## config.mk

```make
export PLATFORM = sky130hd
export DESIGN_NAME = script_chain_regs
export DESIGN_NICKNAME = d
export VERILOG_FILES = /design/src/rtl/script_chain_pkg.sv /design/src/rtl/script_state_tracker.sv /design/src/rtl/script_chain_regs.sv
export SDC_FILE = /design/constraint.sdc
export NUM_CORES = 1
export LEC_CHECK = 0
export BUFFER_PORTS_ARGS = -buffer_cell sky130_fd_sc_hd__buf_2
export CAP_MARGIN = 20
export CORE_MARGIN = 5
export CORE_UTILIZATION = 55
export DETAILED_ROUTE_END_ITERATION = 10
export GPL_ROUTABILITY_DRIVEN = 0
export PLACE_DENSITY = 0.84
export RECOVER_POWER = 50
export SLEW_MARGIN = 20
export SYNTH_ARGS = -nofsm -noshare
export SYNTH_HDL_FRONTEND = slang
export SYNTH_SLANG_ARGS = --single-unit
```

## constraint.sdc

```tcl
create_clock -name sys_clk -period 5.9 [get_ports sys_clk]
set_input_delay 0.59 -clock sys_clk [delete_from_list [all_inputs] [get_ports sys_clk]]
set_output_delay 0.59 -clock sys_clk [all_outputs]
set_load 0.01 [all_outputs]
```

## src/rtl/script_chain_pkg.sv

```systemverilog
// constants for the script and shift chain status register bank
package script_chain_pkg;
	localparam logic [15:0] chain_config_addr = 16'h0025;
	localparam logic [15:0] chain_assignment_state_addr = 16'h0026;
	localparam logic [15:0] script_run_enable_addr = 16'h0032;
	localparam logic [15:0] script_port_select_addr = 16'h0033;
	localparam logic [15:0] script_state_addr = 16'h0034;
	localparam logic [15:0] script_pass_counter_addr = 16'h0035;
	localparam logic [15:0] chain_link_error_addr = 16'h0036;
	localparam logic [7:0] chain_config_reset = 8'h03;
	localparam logic [7:0] script_run_enable_reset = 8'h00;
	localparam logic [7:0] script_port_select_reset = 8'h01;
	localparam logic [15:0] script_pass_counter_reset = 16'h0000;
	localparam int out_led_bit = 0;
	localparam int in_switch_lsb = 1;
	localparam logic [2:0] chain_config_mask = 3'h7;
	localparam logic [7:0] state_init = 8'h00;
	localparam logic [7:0] state_running = 8'h01;
	localparam logic [7:0] state_waiting = 8'h02;
	localparam logic [7:0] state_stopped = 8'h03;
	localparam logic [7:0] state_error = 8'h04;
	localparam logic [7:0] chain_err_max = 8'h05;
	localparam logic port_config_debug = 1'b0;
	localparam logic port_serial_data = 1'b1;
endpackage

```

## src/rtl/script_state_tracker.sv

```systemverilog
// script state and pass counter tracking
`timescale 1ns/1ns
`default_nettype none
module script_state_tracker #(
	parameter int count_width = 16
) (
	// clock and reset
	input wire logic sys_clk,
	input wire logic srst,
	// script engine events
	input wire logic script_enabled,
	input wire logic script_loaded,
	input wire logic script_init_done,
	input wire logic script_wait,
	input wire logic script_fault,
	input wire logic script_pass,
	// status
	output logic [7:0] state,
	output logic [count_width-1:0] pass_count
);
	typedef enum {st_init, st_run, st_wait, st_stop, st_err} sstate_t;
	sstate_t st_q, st_d;
	logic [count_width-1:0] cnt_q, cnt_d;

	always_comb begin
		st_d = st_q;
		case (st_q)
			st_init: begin
				if (script_init_done)
					st_d = st_run;
			end
			st_run: begin
				if (script_wait)
					st_d = st_wait;
			end
			st_wait: begin
				if (!script_wait)
					st_d = st_run;
			end
			st_stop: begin
				if (script_enabled && script_loaded)
					st_d = st_init;
			end
			st_err: st_d = st_err;
			default: st_d = st_stop;
		endcase
		if (!script_enabled || !script_loaded)
			st_d = st_stop;
		if (script_fault)
			st_d = st_err;
		cnt_d = cnt_q;
		if (script_pass && (st_q == st_run || st_q == st_wait))
			cnt_d = cnt_q + 1'b1;
	end

	always_ff @(posedge sys_clk) begin
		if (srst) begin
			st_q <= st_stop;
			cnt_q <= count_width'(script_chain_pkg::script_pass_counter_reset);
		end else begin
			st_q <= st_d;
			cnt_q <= cnt_d;
		end
	end

	always_comb begin
		case (st_q)
			st_init: state = script_chain_pkg::state_init;
			st_run: state = script_chain_pkg::state_running;
			st_wait: state = script_chain_pkg::state_waiting;
			st_stop: state = script_chain_pkg::state_stopped;
			st_err: state = script_chain_pkg::state_error;
			default: state = script_chain_pkg::state_stopped;
		endcase
	end
	assign pass_count = cnt_q;
endmodule
`default_nettype wire

```

## src/rtl/script_chain_regs.sv

```systemverilog
// register bank for shift chain assignment and script control
`timescale 1ns/1ns
`default_nettype none
module script_chain_regs (
	// clock and reset
	input wire logic sys_clk,
	input wire logic srst,
	// register access from the host protocol engine
	input wire logic [15:0] reg_addr,
	input wire logic reg_wr,
	input wire logic reg_rd,
	input wire logic [15:0] reg_wdata,
	output logic [15:0] reg_rdata,
	output logic reg_rvalid,
	// stored values restored at start, taken while restart_load is high
	input wire logic restart_load,
	input wire logic [7:0] stored_chain_config,
	input wire logic [7:0] stored_script_enable,
	input wire logic [7:0] stored_script_port,
	// script engine
	input wire logic script_loaded,
	input wire logic script_init_done,
	input wire logic script_wait,
	input wire logic script_fault,
	input wire logic script_pass,
	output logic script_run,
	output logic script_on_serial_data_port,
	// shift register chain
	input wire logic [7:0] chain_link_error,
	output logic out_reg0_leds,
	output logic [1:0] in_switch_regs,
	// config debug port menu
	output logic config_debug_menu_enable
);
	logic [7:0] cfg_q, cfg_d;
	logic [7:0] asg_q, asg_d;
	logic [7:0] en_q, en_d;
	logic [7:0] port_q, port_d;
	logic [7:0] run_en_q, run_en_d;
	logic run_port_q, run_port_d;
	logic [15:0] rdata_q, rdata_d;
	logic rvalid_q, rvalid_d;
	logic [7:0] state;
	logic [15:0] pass_count;
	logic [7:0] err_code;

	script_state_tracker #(
		.count_width(16)
	) u_tracker (
		.sys_clk(sys_clk),
		.srst(srst),
		.script_enabled(script_run),
		.script_loaded(script_loaded),
		.script_init_done(script_init_done),
		.script_wait(script_wait),
		.script_fault(script_fault),
		.script_pass(script_pass),
		.state(state),
		.pass_count(pass_count)
	);

	always_comb begin
		cfg_d = cfg_q;
		asg_d = asg_q;
		en_d = en_q;
		port_d = port_q;
		run_en_d = run_en_q;
		run_port_d = script_run ? run_port_q : port_q[0];
		if (restart_load) begin
			cfg_d = stored_chain_config;
			asg_d = {5'h00, stored_chain_config[2:0] & script_chain_pkg::chain_config_mask};
			en_d = stored_script_enable;
			port_d = stored_script_port;
			run_en_d = stored_script_enable;
			run_port_d = stored_script_port[0];
		end else if (reg_wr) begin
			case (reg_addr)
				script_chain_pkg::chain_config_addr: cfg_d = reg_wdata[7:0];
				script_chain_pkg::chain_assignment_state_addr: asg_d = {5'h00, reg_wdata[2:0]};
				script_chain_pkg::script_run_enable_addr: begin
					en_d = reg_wdata[7:0];
					if (!script_run || run_port_q == script_chain_pkg::port_serial_data)
						run_en_d = reg_wdata[7:0];
				end
				script_chain_pkg::script_port_select_addr: begin
					port_d = reg_wdata[7:0];
					if (!script_run)
						run_port_d = reg_wdata[0];
				end
				default: ;
			endcase
		end
	end

	always_ff @(posedge sys_clk) begin
		if (srst) begin
			cfg_q <= script_chain_pkg::chain_config_reset;
			asg_q <= script_chain_pkg::chain_config_reset;
			en_q <= script_chain_pkg::script_run_enable_reset;
			port_q <= script_chain_pkg::script_port_select_reset;
			run_en_q <= script_chain_pkg::script_run_enable_reset;
			run_port_q <= script_chain_pkg::script_port_select_reset[0];
		end else begin
			cfg_q <= cfg_d;
			asg_q <= asg_d;
			en_q <= en_d;
			port_q <= port_d;
			run_en_q <= run_en_d;
			run_port_q <= run_port_d;
		end
	end

	assign err_code = (chain_link_error > script_chain_pkg::chain_err_max) ?
		script_chain_pkg::chain_err_max : chain_link_error;

	always_comb begin
		rvalid_d = reg_rd;
		rdata_d = 16'h0000;
		if (reg_rd) begin
			case (reg_addr)
				script_chain_pkg::chain_config_addr: rdata_d = {8'h00, cfg_q};
				script_chain_pkg::chain_assignment_state_addr: rdata_d = {8'h00, asg_q};
				script_chain_pkg::script_run_enable_addr: rdata_d = {8'h00, en_q};
				script_chain_pkg::script_port_select_addr: rdata_d = {8'h00, port_q};
				script_chain_pkg::script_state_addr: rdata_d = {8'h00, state};
				script_chain_pkg::script_pass_counter_addr: rdata_d = pass_count;
				script_chain_pkg::chain_link_error_addr: rdata_d = {8'h00, err_code};
				default: rdata_d = 16'h0000;
			endcase
		end
	end

	always_ff @(posedge sys_clk) begin
		if (srst) begin
			rdata_q <= 16'h0000;
			rvalid_q <= 1'b0;
		end else begin
			rdata_q <= rdata_d;
			rvalid_q <= rvalid_d;
		end
	end

	assign reg_rdata = rdata_q;
	assign reg_rvalid = rvalid_q;
	assign script_run = (run_en_q == 8'h01);
	assign script_on_serial_data_port = run_port_q;
	assign out_reg0_leds = asg_q[script_chain_pkg::out_led_bit];
	assign in_switch_regs = asg_q[script_chain_pkg::in_switch_lsb +: 2];
	assign config_debug_menu_enable =
		!(script_run && run_port_q == script_chain_pkg::port_config_debug);
endmodule
`default_nettype wire

```

==> Yosys cells after proc, flatten, opt, wreduce, memory -nomap -nowiden <==
Cells that the tools add are included.
{ "classes": {"n_eq_ne": 22, "n_mux": 31, "add_sub_neg": 1, "order_cmp": 1, "bitwise": 2, "reduce_logical": 25} }
{ "op_table": {"columns": ["operator", "n"], "rows": [
  ["$pmux W32 S5", 1],
  ["$mux W32", 4],
  ["$eq A16 B6 Y1 const B", 7],
  ["$mux W8", 14],
  ["$pmux W16 S7", 1],
  ["$eq A32 B2 Y1 const B", 3],
  ["$eq A32 B3 Y1 const B", 2],
  ["$eq A32 B1 Y1 const B", 1],
  ["$logic_not A32 Y1", 1],
  ["$add A16 B1 Y16 const B", 1],
  ["$mux W3", 5],
  ["$ne A4 B3 Y1 const B", 3],
  ["$pmux W3 S4", 1],
  ["$reduce_bool A2 Y1", 6],
  ["$eq A8 B1 Y1 const B", 1],
  ["$gt A8 B3 Y1 const B", 1],
  ["$reduce_and A2 Y1", 4],
  ["$reduce_and A4 Y1", 2],
  ["$ne A2 B2 Y1 const B", 3],
  ["$mux W1", 5],
  ["$ne A4 B2 Y1 const B", 1],
  ["$logic_and A1 B1 Y1", 3],
  ["$logic_not A1 Y1", 3],
  ["$logic_or A1 B1 Y1", 3],
  ["other kinds (5)", 6]
]} }
{ "word_totals": {"reg_bits": 101} }

==> Depth between registers and ports, before layout <==
{ "depth": {"ltp_word": 7, "mapped_depth": 7, "mapped_depth_nobuf": 6} }

==> Cells and area by module <==
From an unflattened synthesis, not the netlist that was laid out.
{ "unflattened": {"hier_cells": 388, "hier_area_um2": 3590.9} }
{ "by_module_without_submodules": {"columns": ["module", "n_inst", "seq_area_each_um2", "area_per_inst_um2", "cells_per_inst"], "rows": [
  ["script_chain_regs", 1, 1061.0, 2606.2, 272],
  ["script_state_tracker", 1, 380.4, 984.7, 116]
]} }

==> Worst setup path after synthesis <==
No wires, ideal clock.
{ "synth_path": {"path_kind": "input-to-reg", "startpoint": "in reg_addr[9]", "endpoint": "reg run_port_q, in the netlist script_on_serial_data_port", "arrival_ns": 2.201, "cell_stages": 6, "slack_ns": 3.569, "path_buffers": 1, "cell_sequence": "or4_4 buf_6 or3_4 nor2_8 mux2i_1 a32oi_1"} }
{ "synth_between": {"elab_chain_cells": 4} }
{ "synth_rtl": {"columns": ["element", "line", "source"], "rows": [
  ["from (decl)", "script_chain_regs.sv:9", "input wire logic [15:0] reg_addr,"],
  ["$eq A16 B6 Y1", "script_chain_regs.sv:77", "case (reg_addr)"],
  ["$mux W1", "script_chain_regs.sv:77", null],
  ["$mux W1", "script_chain_regs.sv:76", "end else if (reg_wr) begin"],
  ["$mux W1", "script_chain_regs.sv:69", "if (restart_load) begin"],
  ["to (signal assigned)", "script_chain_regs.sv:102", "run_port_q <= script_chain_pkg::script_port_select_reset[0];"],
  ["to (signal assigned)", "script_chain_regs.sv:109", "run_port_q <= run_port_d;"],
  ["to (decl)", "script_chain_regs.sv:40", "logic run_port_q, run_port_d;"]
]} }
Every way passes these cells.
A chain may end at the register's enable or synchronous reset.

==> Final worst setup path <==
{ "layout_path": {"startpoint": "in srst", "endpoint": "reg run_en_q[4]"} }
{ "layout_lines": {"columns": ["element", "line", "source"], "rows": [
  ["from (decl)", "script_chain_regs.sv:7", "input wire logic srst,"],
  ["to (signal assigned)", "script_chain_regs.sv:101", "run_en_q <= script_chain_pkg::script_run_enable_reset;"],
  ["to (signal assigned)", "script_chain_regs.sv:108", "run_en_q <= run_en_d;"],
  ["to (decl)", "script_chain_regs.sv:39", "logic [7:0] run_en_q, run_en_d;"]
]} }
No word-level cell between the ends.

==> results.py <==
metrics = {
    "outcome": {
        "status": "complete, but fails checks",
        "violations": "capacitance limit, slew limit",
    },
    "placed_design": {
        "dp_hpwl_mm": 6.62,
        "io_buffers": 88,
        "dpl_worst_slack_ns": 2.99,
    },
    "die": {
        "design.core.area_um2": 5990,
        "fp.dieW_um": 89.2,
        "die_h_um": 89.2,
        "fp-row-count": 28,
        "io_pins": 97,
        "dieArea_um2": 7950,
        "start_util": 0.575,
    },
    "sta": {
        "period_share": 0.530,
        "drv_slew": 53,
        "final-hold-violation-count": 0,
        "worst_slew_pin_slew_ns": 2.32,
        "period_needed_ns": 3.13,
        "fin_skew_ns": 0.00562,
        "setup_violations": 0,
        "setup_slack_ns": 2.77,
        "rsz0062_at_grt": "false",
        "max_freq_mhz": 320,
        "tns_ns": 0,
        "slew_headroom": -0.545,
    },
    "detailed_routing": {
        "avgRoutedWirePerCell_um": 16.7,
        "route.detailed.drc": 0,
        "drt_iter0_drc": 272,
        "vias": 3223,
        "avgViaCountPerCell": 5.98,
        "drtAntennaViolNets": 0,
        "first_pass_iters": 7,
        "wl_mm": 8.98,
    },
    "synth": {
        "ys_ff_latch": 72,
        "synthTopCellsByArea": "dfxtp_1 42%, mux2i_1 7.5%, nor2_1 6.8%",
        "yosys.area.top_type": "dfxtp_1",
        "netlist_top_cells_count": "72 x dfxtp_1, 62 x nor2_1, 26 x mux2i_1, 25 x nand2_1, 21 x clkbuf_1",
        "syn_area_per_cell_um2": 8.93,
        "synth_edf_count": 0,
        "syn_nets": 461,
        "synth_cells": 386,
        "synth_seq_area_share": 0.418,
        "synth-main-ff-cell": "dfxtp_1",
        "yosys.area.top_type_share": 0.418,
        "synth_area_um2": 3450,
        "yosys.cell_count.top_type": "dfxtp_1",
        "synthArstFlopShare": 0,
        "ys_warn_count": 0,
        "synth.distinct_cells": 57,
    },
    "setup_path": {
        "crit_cells": 4,
        "rr_endpoint": "run_en_q[3]",
        "critPathSlowestCell": "clkbuf_1",
        "endpoint_kind": "flop",
        "r2r_cells": 5,
        "rrSetupSlack_ns": 3.75,
        "crit_arrival_ns": 3.38,
        "r2r-start": "run_en_q[4]",
        "crit_buf_inv": 3,
        "start_kind": "input pin",
        "cp.required_ns": 6.15,
        "path_class": "in -> reg",
        "cp_top_family": "buffers and inverters",
        "crit_chain": "buf_2 > clkbuf_1 > inv_1 > a31o_2",
        "critPathMaxStageDelay_ns": 1.63,
        "path_max_fanout": 52,
    },
    "grt": {
        "grt.overflow.total": 0,
        "grt_pass1_wl_mm": 14.1,
        "track_usage": 0.230,
        "grt_pass1_vias": 2927,
        "antenna_found_initial": 0,
        "grt_max_degree": 53,
    },
    "clock_tree": {
        "cts_num_sinks": 72,
        "cts_hold_buf": 0,
        "cts_tree": "yes",
        "cts_resized": 0,
        "clk_latency_ns": 0.35,
        "root_buffer": "clkbuf_8",
        "clockBufferDepth": 2,
        "cts-buffers-inserted": 9,
        "postCtsSetupBuffers": 0,
        "htreeDepth": 3,
        "cts.clk_slew.worst_paths_ns": 0.07,
    },
    "hold_path": {
        "hold_end": "u_tracker.st_q[1]",
        "whs_path_depth": 2,
        "min_path_type": "in -> reg",
        "hp-start": "script_fault",
    },
    "finish": {
        "fin_nets": 534,
        "drive_gt1_frac": 0.216,
        "area_delta_synth_final_pct": 17.1,
        "fillerInstances": 504,
        "final_util": 0.674,
        "num_antenna_cells": 0,
    },
    "pwr": {
        "leakagePower_nw": 1.67,
        "p_per_area_nw_per_um2": 253,
        "vdd_drop_max_uv": 199,
    },
    "run": {
        "maxCapViolCount": 1,
    },
}
cells by family after synthesis:
family | Yosys count | share of synthesized area
AO/OA/AOI/OAI | 79 | 0.166
XOR/XNOR | 17 | 0.0432
adder cells (fa/ha/maj) | 1 | 0.00363
buffers and inverters | 35 | 0.0414
flip-flops | 72 | 0.418
multiplexers | 27 | 0.0788
AND/OR/NAND/NOR | 155 | 0.249
registers in the layout, indices dropped and copies added, names as in the netlist:
name                        flops
asg_q                           3
cfg_q                           8
en_q                            8
port_q                          8
reg_rdata                      16
reg_rvalid                      1
run_en_q                        8
script_on_serial_data_port      1
u_tracker.pass_count           16
u_tracker.st_q                  3
power by group:
| part | switching [mW] | internal, mW |
|---|---|---|
| sequential | 0.0140 | 0.505 |
| clock | 0.184 | 0.206 |
| combinational | 0.0627 | 0.0472 |
routing by layer:
| metal | vias to the layer above | wire length (um) | GRT usage |
|---|---|---|---|
| li1 | 1552 | - | - |
| met1 | 1485 | 3840 | 0.316 |
| met2 | 168 | 4050 | 0.343 |
| met3 | 18 | 942 | 0.0654 |
| met4 | 0 | 152 | 0.0866 |
| met5 | - | 0 | 0 |
cell type report:
| cell class | count | area (um2) | area share |
|---|---|---|---|
| clock inverter | 5 | 56.3 | 0.0140 |
| inverter | 8 | 30.0 | 0.00744 |
| tap | 75 | 93.8 | 0.0233 |
| sequential | 72 | 1440 | 0.357 |
| timing repair buffer | 89 | 418 | 0.104 |
| clock buffer | 11 | 141 | 0.0350 |
| multi-input combinational | 279 | 1850 | 0.460 |
through the flow:
stage	instance area, um2	power (mW)	hold WS [ns]	std cells
5_1_grt	4040	1.06	0.469	539
2_1_floorplan	3450	0.595	0.450	386
3_5_place_dp	3880	0.638	0.477	523
6_report	4040	1.02	0.464	539
4_1_cts	4070	1.02	0.452	539
3_3_place_gp	3880	0.634	0.461	523
worst register-to-register path, stage by stage (launching register included):
cell and delay, ns:
dfxtp_1 0.32, nor4_1 0.44, nand3b_1 0.23, a31oi_2 0.62, nor3_1 0.13, a31o_2 0.31
cell usage in the layout (no fill, tap or decap), types with 8 or more instances in the layout:
cell | synthesis | routed
a211oi_1 | 17 | 17
a21oi_1 | 14 | 14
buf_2 | 3 | 67
clkbuf_1 | 21 | 23
clkbuf_8 | 0 | 10
dfxtp_1 | 72 | 72
inv_1 | 8 | 8
mux2i_1 | 26 | 26
nand2_1 | 25 | 25
nand4_1 | 8 | 8
nor2_1 | 62 | 62
o21ai_0 | 10 | 10
xor2_1 | 12 | 12
worst max-delay path by stage:
stage / startpoint / end / slack [ns]
finish: srst / run_en_q[4] / 2.77
CTS: reg_addr[0] / run_en_q[3] / 3.37
global route: srst / run_en_q[4] / 2.55
detailed placement: reg_addr[0] / run_en_q[3] / 2.99
global placement: reg_addr[0] / run_en_q[5] / 3.03
floorplan: reg_addr[9] / script_on_serial_data_port / 3.57
Note: power is estimated with default switching activity, not from simulation.
